===== src/hw/tmr_pkg.sv =====
// timer package: register map, control field layout, reset values, modes
// assumes a 32-bit ahb-lite register bus and one 10 mhz system clock
package tmr_pkg;

    // ==========================================================
    // register byte offsets
    localparam logic [7:0] TMR_CTRL_OFF   = 8'h00; // control word
    localparam logic [7:0] TMR_START_OFF  = 8'h04; // start count, writes load the counter
    localparam logic [7:0] TMR_RELOAD_OFF = 8'h08; // reload value
    localparam logic [7:0] TMR_PWM_OFF    = 8'h0c; // pwm match value
    localparam logic [7:0] TMR_COUNT_OFF  = 8'h10; // live count, read only
    localparam logic [7:0] TMR_IRQHI_OFF  = 8'h14; // interrupt enable high bits
    localparam logic [7:0] TMR_IRQLO_OFF  = 8'h18; // interrupt enable low bits
    localparam logic [7:0] TMR_STAT_OFF   = 8'h1c; // output and pin status, read only

    // ==========================================================
    // field positions and widths
    localparam int TMR_CTRL_W       = 10;   // used control bits
    localparam int TMR_IRQ_T1_BIT   = 6;    // timer 1 enable bit in irq regs
    localparam int TMR_IRQ_T0_BIT   = 5;    // timer 0 enable bit in irq regs
    localparam int TMR_STAT_OUT_BIT = 0;    // timer output level
    localparam int TMR_STAT_PIN_BIT = 1;    // synchronised pin level
    localparam int TMR_STAT_MAT_BIT = 2;    // pwm past-match flag

    // ==========================================================
    // reset and restart values
    localparam logic [15:0] TMR_RESTART_VAL = 16'h0001; // count after reload
    localparam logic [15:0] TMR_CNT_RST     = 16'h0001; // counter at reset
    localparam logic [15:0] TMR_RELOAD_RST  = 16'hffff; // reload at reset
    localparam logic [15:0] TMR_PWM_RST     = 16'h0000; // pwm match at reset
    localparam logic [7:0]  TMR_IRQ_RST     = 8'h00;    // irq enables at reset

    // ==========================================================
    // timer modes
    typedef enum logic [1:0] {
        TMR_ONESHOT = 2'h0,   // stop at reload
        TMR_CONT    = 2'h1,   // restart at reload
        TMR_PWM     = 2'h2,   // single output pwm
        TMR_RSVD    = 2'h3    // behaves as continuous
    } tmr_mode_t;

    // control word, bit 9 down to bit 0
    typedef struct packed {
        logic      gpio_data;           // pin level when alternate function off
        logic      pin_direction_bit;   // 1 input, 0 output
        logic      alt_en;              // timer output owns the pin
        logic [2:0] prescale;           // ratio is two to this power
        logic      output_polarity_bit; // output start level
        tmr_mode_t mode;                // operating mode
        logic      enable;              // counting on
    } tmr_ctrl_t;

    localparam tmr_ctrl_t TMR_CTRL_RST = '{gpio_data: 1'b0, pin_direction_bit: 1'b1,
        alt_en: 1'b0, prescale: 3'h0, output_polarity_bit: 1'b0, mode: TMR_ONESHOT,
        enable: 1'b0};

    // pin signals kept together
    typedef struct packed {
        logic o;    // driven level
        logic oe;   // drive enable
    } tmr_pin_t;

endpackage : tmr_pkg


===== src/hw/tmr_top.sv =====
// timer top: 16-bit up counter with one-shot, continuous and pwm modes,
// an ahb-lite register slave, the timer output pin and the irq request.
// assumes a single ahb-lite master, word transfers only, one clock domain.
//
// Operation
// - one-shot reload inverts output one cycle
// - one-shot counts only prescaled system clock
// - timeout is (reload minus start) times prescale ratio
// - continuous reload raises irq, restarts at 0001h
// - continuous reload toggles output pin level
// - pwm match inverts the timer output
// - pwm reload raises irq, restarts at 0001h
// - polarity one: high, low at match, high
// - alternate function overrides pin direction bit
// - irq enable high and low, bits 6/5
// - polarity zero: low, high at match, low
// - pwm start count only for first pass
`timescale 1ns/1ps
module tmr_top (
    input  wire logic        hclk,           // system clock, 10 mhz
    input  wire logic        hresetn,        // async reset, active low
    input  wire logic        hsel,           // slave select
    input  wire logic [31:0] haddr,          // byte address
    input  wire logic [1:0]  htrans,         // transfer type
    input  wire logic        hwrite,         // write when high
    input  wire logic [2:0]  hsize,          // word only
    input  wire logic [31:0] hwdata,         // write data
    input  wire logic        hready,         // bus ready in
    output logic      [31:0] hrdata,         // read data, registered
    output logic             hreadyout,      // always ready
    output logic             hresp,          // always okay
    input  wire logic        tout_pin_i,     // timer pin level from pad
    output tmr_pkg::tmr_pin_t tout_pin,      // timer pin level and enable
    output logic             timer_irq,      // reload request pulse
    output logic      [1:0]  timer_irq_prio, // {high, low} enable of this timer
    output logic      [1:0]  sibling_prio    // {high, low} enable of timer 1
);

    // ==========================================================
    // bus slave state
    logic        wr_pend_q, wr_pend_d;   // write data phase pending
    logic [7:0]  wr_addr_q, wr_addr_d;   // latched write offset
    logic [31:0] rdata_q,   rdata_d;     // read data for data phase
    logic        addr_ok;                // valid address phase
    logic        wr_ctrl, wr_start, wr_reload, wr_pwm, wr_hi, wr_lo; // write strobes

    // ==========================================================
    // timer state
    tmr_pkg::tmr_ctrl_t ctrl_q, ctrl_d;  // control word
    logic [15:0] cnt_q,    cnt_d;        // counter
    logic [15:0] reload_q, reload_d;     // reload value
    logic [15:0] pwm_q,    pwm_d;        // pwm match value
    logic [7:0]  irqhi_q,  irqhi_d;      // enable high bits
    logic [7:0]  irqlo_q,  irqlo_d;      // enable low bits
    logic [7:0]  presc_q,  presc_d;      // prescale divider
    logic        tgl_q,    tgl_d;        // continuous toggle state
    logic        match_q,  match_d;      // pwm past the match
    logic        pulse_q,  pulse_d;      // one-shot single-cycle inversion
    logic        irq_q,    irq_d;        // irq pulse
    tmr_pkg::tmr_pin_t pin_q, pin_d;     // registered pin drive
    logic        sync1_q, sync2_q;       // pin synchroniser
    logic [7:0]  presc_top;              // last divider value
    logic        tick;                   // prescaler terminal tick
    logic        reload_evt;             // count reaches reload
    logic        match_evt;              // count reaches pwm value
    logic        out_lvl;                // timer output level

    // ==========================================================
    // bus decode: zero wait state, reads sampled at address phase
    assign addr_ok   = hsel && htrans[1] && hready;
    assign hreadyout = 1'b1;
    assign hresp     = 1'b0;
    assign hrdata    = rdata_q;
    assign wr_ctrl   = wr_pend_q && (wr_addr_q == tmr_pkg::TMR_CTRL_OFF);
    assign wr_start  = wr_pend_q && (wr_addr_q == tmr_pkg::TMR_START_OFF);
    assign wr_reload = wr_pend_q && (wr_addr_q == tmr_pkg::TMR_RELOAD_OFF);
    assign wr_pwm    = wr_pend_q && (wr_addr_q == tmr_pkg::TMR_PWM_OFF);
    assign wr_hi     = wr_pend_q && (wr_addr_q == tmr_pkg::TMR_IRQHI_OFF);
    assign wr_lo     = wr_pend_q && (wr_addr_q == tmr_pkg::TMR_IRQLO_OFF);

    // next bus state and read mux; unmapped offsets read zero
    always_comb begin
        wr_pend_d = addr_ok && hwrite;
        wr_addr_d = wr_addr_q;
        rdata_d   = 32'h0000_0000;
        if (addr_ok) begin
            wr_addr_d = haddr[7:0];
        end
        if (addr_ok && !hwrite) begin
            case (haddr[7:0])
                tmr_pkg::TMR_CTRL_OFF:   rdata_d = {22'h000000, ctrl_q};
                tmr_pkg::TMR_START_OFF:  rdata_d = {16'h0000, cnt_q};
                tmr_pkg::TMR_RELOAD_OFF: rdata_d = {16'h0000, reload_q};
                tmr_pkg::TMR_PWM_OFF:    rdata_d = {16'h0000, pwm_q};
                tmr_pkg::TMR_COUNT_OFF:  rdata_d = {16'h0000, cnt_q};
                tmr_pkg::TMR_IRQHI_OFF:  rdata_d = {24'h000000, irqhi_q};
                tmr_pkg::TMR_IRQLO_OFF:  rdata_d = {24'h000000, irqlo_q};
                tmr_pkg::TMR_STAT_OFF: begin
                    rdata_d[tmr_pkg::TMR_STAT_OUT_BIT] = out_lvl;
                    rdata_d[tmr_pkg::TMR_STAT_PIN_BIT] = sync2_q;
                    rdata_d[tmr_pkg::TMR_STAT_MAT_BIT] = match_q;
                end
                default:                 rdata_d = 32'h0000_0000;
            endcase
        end
    end

    // bus registers
    always_ff @(posedge hclk or negedge hresetn) begin
        if (!hresetn) begin
            wr_pend_q <= 1'b0;
            wr_addr_q <= 8'h00;
            rdata_q   <= 32'h0000_0000;
        end else begin
            wr_pend_q <= wr_pend_d;
            wr_addr_q <= wr_addr_d;
            rdata_q   <= rdata_d;
        end
    end

    // ==========================================================
    // pin synchroniser: first stage read only by the second
    always_ff @(posedge hclk or negedge hresetn) begin
        if (!hresetn) begin
            sync1_q <= 1'b0;
            sync2_q <= 1'b0;
        end else begin
            sync1_q <= tout_pin_i;
            sync2_q <= sync1_q;
        end
    end

    // ==========================================================
    // prescaler: system clock is the only count source, no pin input
    assign presc_top  = 8'((9'h001 << ctrl_q.prescale) - 9'h001);
    assign tick       = ctrl_q.enable && (presc_q == presc_top);
    // events fire as the count arrives, so a pass takes reload-start ticks
    assign reload_evt = tick && (16'(cnt_q + 16'h0001) == reload_q);
    assign match_evt  = tick && (ctrl_q.mode == tmr_pkg::TMR_PWM)
                        && (16'(cnt_q + 16'h0001) == pwm_q);
    assign out_lvl    = ctrl_q.output_polarity_bit ^ tgl_q ^ match_q ^ pulse_q;

    // ==========================================================
    // timer next state
    always_comb begin
        ctrl_d   = ctrl_q;
        cnt_d    = cnt_q;
        reload_d = reload_q;
        pwm_d    = pwm_q;
        irqhi_d  = irqhi_q;
        irqlo_d  = irqlo_q;
        presc_d  = presc_q;
        tgl_d    = tgl_q;
        match_d  = match_q;
        pulse_d  = 1'b0;
        irq_d    = reload_evt;
        // prescaler runs only while enabled, restarts from zero
        if (!ctrl_q.enable) begin
            presc_d = 8'h00;
        end else if (tick) begin
            presc_d = 8'h00;
        end else begin
            presc_d = 8'(presc_q + 8'h01);
        end
        // counting
        if (reload_evt) begin
            cnt_d = tmr_pkg::TMR_RESTART_VAL;
            case (ctrl_q.mode)
                tmr_pkg::TMR_ONESHOT: begin
                    ctrl_d.enable = 1'b0;   // one pass, then stop
                    pulse_d       = 1'b1;
                end
                tmr_pkg::TMR_PWM: begin
                    match_d = 1'b0;         // back to start level
                end
                default: begin
                    tgl_d = !tgl_q;
                end
            endcase
        end else if (tick) begin
            cnt_d = 16'(cnt_q + 16'h0001);
        end
        if (match_evt && !reload_evt) begin
            match_d = 1'b1;
        end
        // software writes win over the hardware stop
        if (wr_ctrl) begin
            ctrl_d = tmr_pkg::tmr_ctrl_t'(hwdata[tmr_pkg::TMR_CTRL_W-1:0]);
            // a running one-shot keeps its pin level when the polarity flips,
            // so the time-out inversion becomes a lasting level change
            if (ctrl_q.enable && (ctrl_q.mode == tmr_pkg::TMR_ONESHOT)
                && !reload_evt) begin
                tgl_d = tgl_q ^ ctrl_d.output_polarity_bit ^ ctrl_q.output_polarity_bit;
            end
        end
        if (wr_start) begin
            cnt_d = hwdata[15:0];   // first pass only; every mode restarts at 0001h
        end
        if (wr_reload) begin
            reload_d = hwdata[15:0];
        end
        if (wr_pwm) begin
            pwm_d = hwdata[15:0];
        end
        if (wr_hi) begin
            irqhi_d = hwdata[7:0] & 8'h60;
        end
        if (wr_lo) begin
            irqlo_d = hwdata[7:0] & 8'h60;
        end
        // a stopped timer forgets its output phase
        if (!ctrl_q.enable && !reload_evt) begin
            tgl_d   = 1'b0;
            match_d = 1'b0;
        end
        // pin: alternate function owns it whatever the direction bit says
        if (ctrl_d.alt_en) begin
            pin_d.o  = ctrl_d.output_polarity_bit ^ tgl_d ^ match_d ^ pulse_d;
            pin_d.oe = 1'b1;
        end else begin
            pin_d.o  = ctrl_d.gpio_data;
            pin_d.oe = !ctrl_d.pin_direction_bit;
        end
    end

    // timer registers
    always_ff @(posedge hclk or negedge hresetn) begin
        if (!hresetn) begin
            ctrl_q   <= tmr_pkg::TMR_CTRL_RST;
            cnt_q    <= tmr_pkg::TMR_CNT_RST;
            reload_q <= tmr_pkg::TMR_RELOAD_RST;
            pwm_q    <= tmr_pkg::TMR_PWM_RST;
            irqhi_q  <= tmr_pkg::TMR_IRQ_RST;
            irqlo_q  <= tmr_pkg::TMR_IRQ_RST;
            presc_q  <= 8'h00;
            tgl_q    <= 1'b0;
            match_q  <= 1'b0;
            pulse_q  <= 1'b0;
            irq_q    <= 1'b0;
            pin_q    <= '{o: 1'b0, oe: 1'b0};
        end else begin
            ctrl_q   <= ctrl_d;
            cnt_q    <= cnt_d;
            reload_q <= reload_d;
            pwm_q    <= pwm_d;
            irqhi_q  <= irqhi_d;
            irqlo_q  <= irqlo_d;
            presc_q  <= presc_d;
            tgl_q    <= tgl_d;
            match_q  <= match_d;
            pulse_q  <= pulse_d;
            irq_q    <= irq_d;
            pin_q    <= pin_d;
        end
    end

    // ==========================================================
    // outputs; the controller decides priority from the two enables
    assign tout_pin       = pin_q;
    assign timer_irq      = irq_q;
    assign timer_irq_prio = {irqhi_q[tmr_pkg::TMR_IRQ_T0_BIT],
                             irqlo_q[tmr_pkg::TMR_IRQ_T0_BIT]};
    assign sibling_prio   = {irqhi_q[tmr_pkg::TMR_IRQ_T1_BIT],
                             irqlo_q[tmr_pkg::TMR_IRQ_T1_BIT]};

    // ==========================================================
    // assertions
    a_irq_after_reload: assert property (@(posedge hclk) disable iff (!hresetn)
        reload_evt |=> timer_irq)
        else $error("reload without irq pulse");

    a_irq_needs_cause: assert property (@(posedge hclk) disable iff (!hresetn)
        timer_irq |-> $past(reload_evt))
        else $error("irq pulse without reload");

    a_restart_value: assert property (@(posedge hclk) disable iff (!hresetn)
        reload_evt && !wr_start |=> cnt_q == 16'h0001)
        else $error("count did not restart at 0001h");

    a_count_holds: assert property (@(posedge hclk) disable iff (!hresetn)
        !ctrl_q.enable && !wr_start |=> $stable(cnt_q))
        else $error("count moved while disabled");

    a_step_by_tick: assert property (@(posedge hclk) disable iff (!hresetn)
        tick && !reload_evt && !wr_start |=> cnt_q == 16'($past(cnt_q) + 16'h0001))
        else $error("count did not step on tick");

    a_oneshot_pulse: assert property (@(posedge hclk) disable iff (!hresetn)
        reload_evt && ctrl_q.mode == tmr_pkg::TMR_ONESHOT && ctrl_q.alt_en && !wr_ctrl
        |=> tout_pin.o != $past(tout_pin.o) ##1 tout_pin.o == ctrl_q.output_polarity_bit)
        else $error("one-shot output not a single cycle inversion");

    a_oneshot_stops: assert property (@(posedge hclk) disable iff (!hresetn)
        reload_evt && ctrl_q.mode == tmr_pkg::TMR_ONESHOT && !wr_ctrl |=> !ctrl_q.enable)
        else $error("one-shot kept counting");

    a_cont_toggle: assert property (@(posedge hclk) disable iff (!hresetn)
        reload_evt && ctrl_q.mode == tmr_pkg::TMR_CONT && ctrl_q.alt_en && !wr_ctrl
        |=> tout_pin.o != $past(tout_pin.o))
        else $error("continuous reload did not toggle the pin");

    a_pwm_match_lvl: assert property (@(posedge hclk) disable iff (!hresetn)
        match_evt && !reload_evt && ctrl_q.alt_en && !wr_ctrl
        |=> tout_pin.o == !ctrl_q.output_polarity_bit)
        else $error("pwm output wrong after match");

    a_pwm_reload_lvl: assert property (@(posedge hclk) disable iff (!hresetn)
        reload_evt && ctrl_q.mode == tmr_pkg::TMR_PWM && ctrl_q.alt_en && !wr_ctrl
        |=> tout_pin.o == ctrl_q.output_polarity_bit)
        else $error("pwm output wrong after reload");

    a_alt_owns_pin: assert property (@(posedge hclk) disable iff (!hresetn)
        ctrl_q.alt_en |-> tout_pin.oe)
        else $error("alternate function not driving pin");

    a_gpio_owns_pin: assert property (@(posedge hclk) disable iff (!hresetn)
        !ctrl_q.alt_en |-> tout_pin.oe == !ctrl_q.pin_direction_bit)
        else $error("pin drive does not follow the direction bit");

    a_prescale_gap: assert property (@(posedge hclk) disable iff (!hresetn)
        tick && ctrl_q.prescale == 3'h2 && !reload_evt && !wr_ctrl
        |=> !tick [*3] ##1 tick)
        else $error("prescale ratio four not kept");

    c_oneshot_done: cover property (@(posedge hclk) disable iff (!hresetn)
        reload_evt && ctrl_q.mode == tmr_pkg::TMR_ONESHOT);
    c_cont_reload: cover property (@(posedge hclk) disable iff (!hresetn)
        reload_evt && ctrl_q.mode == tmr_pkg::TMR_CONT);
    c_pwm_cycle: cover property (@(posedge hclk) disable iff (!hresetn)
        match_evt ##[1:300] reload_evt);
    c_irq_enabled: cover property (@(posedge hclk) disable iff (!hresetn)
        timer_irq && timer_irq_prio != 2'h0);
    c_oneshot_lasting: cover property (@(posedge hclk) disable iff (!hresetn)
        reload_evt && ctrl_q.mode == tmr_pkg::TMR_ONESHOT && tgl_q);

endmodule : tmr_top


===== config.mk =====
export PLATFORM = sky130hd
export DESIGN_NAME = tmr_top
export DESIGN_NICKNAME = d
export VERILOG_FILES = /design/src/hw/tmr_pkg.sv /design/src/hw/tmr_top.sv
export SDC_FILE = /design/constraint.sdc
export NUM_CORES = 1
export LEC_CHECK = 0
export BUFFER_PORTS_ARGS = -buffer_cell sky130_fd_sc_hd__buf_2
export CAP_MARGIN = 20
export CELL_PAD_IN_SITES_DETAIL_PLACEMENT = 1
export CELL_PAD_IN_SITES_GLOBAL_PLACEMENT = 1
export CORE_MARGIN = 1
export CORE_UTILIZATION = 39
export DETAILED_ROUTE_END_ITERATION = 10
export PLACE_DENSITY_LB_ADDON = 0.1
export SLEW_MARGIN = 20
export SYNTH_ARGS = -nofsm -noshare
export SYNTH_HDL_FRONTEND = slang
export SYNTH_SLANG_ARGS = --single-unit

===== constraint.sdc =====
create_clock -name hclk -period 3.2 [get_ports hclk]
set_input_delay 0.32 -clock hclk [delete_from_list [all_inputs] [get_ports hclk]]
set_output_delay 0.32 -clock hclk [all_outputs]
set_load 0.1 [all_outputs]

==> out/results.ini <==
[outcome]
outcome = finished clean

[sta]
fin_tns_setup_ns = 0
hold_viol = 0
max_freq_mhz = 317.2
fin_crit_sh_pct = 98.51
setup_viol = 0
rsz0062_at_grt = true
worst_slew_pin_slew_ns = 0.6556
fin_crit_ns = 3.152
slew_headroom_pct = 56.29
drv_slew = 0
whs_ns = 0.06012
finalClockSkew_ns = 0.008577

[synthesis]
synth-edff-count = 0
synth.area.top_cells = dfrtp_1 (35%), mux2_2 (11%), dfstp_2 (7.7%)
async_reset_ff_share_pct = 100.0
synth_top_area_share_pct = 34.62
ys.flop_type = dfrtp_1
syn_area_per_cell_um2 = 10.01
synth_cell_types = 67
netlist_area_um2 = 6143
synth_most_common_cell = dfrtp_1
ys_seq_area_share_pct = 42.32
yosys.area.top_type = dfrtp_1
synth_warnings = 0
synthTopCellsByCount = dfrtp_1 (85), mux2_2 (59), nand2_1 (48)
synthCells = 614
ys_ff_latch = 103

[setup_path]
cp_slowest_stage_delay_ns = 0.50
arrival_ns = 3.40
r2r_slack_ns = 0.05
cp-end-kind = flop
path_buf_inv = 0
crit_chain = or3_4 -> ha_4 -> nor4b_4 -> o31a_1 -> o2111ai_1 -> nor4b_2 -> or4b_4 -> and3_4 -> a211oi_2 -> xnor2_1 -> o21ai_1
cp.required_ns = 3.45
cpLargestDelayFamily = simple AND/OR/NAND/NOR gates
worstPathMaxFanout = 5
critical_path.slowest_cell = or4b_4
startpoint_type = flop
path_class = flop to flop

[detailed_routing]
viasPerCell = 5.476
drt-wirelength-per-cell_um = 20.41
wl_um = 18470
drt_iter0_drc = 239
vias = 4956
drc = 0
ant_nets = 0
firstDrtPassIters = 10

[power]
power.total_mw = 4.087
leakagePower_nw = 3.125
cellPowerDensity_nw_per_um2 = 561.8
irDropWorstVdd_mv = 0.3229

[final_layout]
areaGrowthSynthToFinish_pct = 18.41
drive_above_1_share_pct = 33.29
fin_util_pct = 47.50
n_antenna_cell = 0
final_nets = 767

[global_route]
gr-total-overflow = 0
grt_max_degree = 58
grtUsageTotal_pct = 24.46
antenna_found_initial = 0
grt_pass1_wl_um = 30000
first_global_vias = 5382

[min_path]
holdCritPathClass = input pin to flop

[place]
gp_congestion = 0.8987
portBuffers = 53
hpwl_um = 13340

[clocking]
clock_sinks = 103
clock-root-buffer = clkbuf_16
clk_path_buf_depth = 2
cts_max_level = 3
cts_tree = done
clk_latency_ns = 0.37
clk_pin_slew_ns = 0.08
cts_inserted_buffers = 9

[die]
die-height_um = 127.5
fp.coreArea_um2 = 15310
ioPinCount = 116
initial_core_util_pct = 40.11
rows = 45
chipWidth_um = 127.5
die-area_um2 = 16260

[flow_run]
cap_violations = 0

## logic make-up after synthesis
logic type,share of synthesized area [%]
xor gates and xnor gates,10.10
adders and majority gates,0.6111
DFF,42.32
and+or+nand+nor,16.92
AOI/OAI and AO/OA,12.16
other,0.1222
buffers and inverters,6.293
muxes,11.47
## routing by layer
layer  track usage (%)  wire length, um
met5                 0                0
met4             8.683              353
met3             3.811              553
met2             40.98             9199
met1             32.02             8368
## path summary, 6_finish.rpt
| check | from | endpoint | cells past startpoint |
|---|---|---|---|
| max | ctrl_q[6] | tout_pin[1] | 11 |
| min | tout_pin_i | sync1_q | 1 |
| max reg2reg | ctrl_q[6] | tout_pin[1] | 11 |
| min reg2reg | sync1_q | sync2_q | 0 |
| max in group asynchronous | hresetn | reload_q[6] | 3 |
| min in group asynchronous | hresetn | cnt_q[2] | 2 |
## final cells by class
type	count	area, um^2
multi-input combinational	453	3338
tap	211	264.0
inverter	11	41.29
timing repair buffer	111	725.7
clock inverter	6	76.32
sequential	103	2600
clock buffer	10	229.0
fill	1735	8040
## metrics by stage
stage / area, um^2 / worst slack, ns / cells
after global placement: 6840 / -0.03748 / 884
after floorplan: 6210 / 0.002498 / 630
final: 7274 / 0.04756 / 905
after global routing: 7274 / -0.07996 / 905
after detailed placement: 6840 / -0.2251 / 884
after CTS: 7224 / 0.01193 / 903
## power by group
part           total [mW]  leakage, nW  internal [mW]  switching (mW)
Clock                1.17        0.150          0.622           0.546
Sequential           1.60         1.27           1.44           0.158
Combinational        1.32         1.70          0.548           0.774
## cell usage in the layout (no fill, tap or decap), types with 3 or more instances in the layout
| master | synthesis | routed |
|---|---|---|
| mux2i_1 | 4 | 4 |
| buf_4 | 20 | 55 |
| clkbuf_16 | 0 | 9 |
| nor2b_1 | 7 | 7 |
| xor2_1 | 19 | 19 |
| a22oi_1 | 12 | 12 |
| buf_2 | 15 | 52 |
| mux2_2 | 59 | 59 |
| a222oi_1 | 9 | 9 |
| nand2_1 | 48 | 48 |
| nand2b_1 | 5 | 5 |
| xnor3_1 | 3 | 3 |
| dfstp_2 | 18 | 18 |
| nand4b_1 | 5 | 5 |
| nor3_1 | 11 | 10 |
| xnor2_1 | 41 | 40 |
| dfrtp_1 | 85 | 85 |
| nor3b_1 | 8 | 4 |
| and2_1 | 3 | 3 |
| nor4_2 | 1 | 3 |
| o21ai_0 | 27 | 24 |
| and3_1 | 5 | 5 |
| o21ai_1 | 5 | 8 |
| inv_1 | 11 | 11 |
| nor2_1 | 39 | 39 |
| a21oi_1 | 28 | 27 |
| conb_1 | 2 | 18 |
| a31oi_1 | 4 | 4 |
| nand4_1 | 10 | 10 |
| nor3b_2 | 0 | 4 |
| nand3_1 | 21 | 21 |
| a22o_1 | 3 | 3 |
| nor4_1 | 11 | 8 |
## sequential cells by signal (all words and copies together) (netlist names)
signal     cells
pulse_q        1
irqhi_q        2
timer_irq      1
tgl_q          1
reload_q      16
presc_q        8
sync1_q        1
irqlo_q        2
cnt_q         16
sync2_q        1
wr_addr_q      8
pwm_q         16
wr_pend_q      1
tout_pin       2
ctrl_q        10
hrdata        16
match_q        1
## repair_timing
item / 4_1_cts / 5_1_grt
endpoints found under the setup margin: 1 / 18
setup buffers: 2 / 2
endpoints found under the hold margin: 23 / 0
hold buffers: 1 / 0
pin swaps: 2 / 1
resized for setup: 9 / 11
No activity file was read; power rests on OpenSTA's default activity.
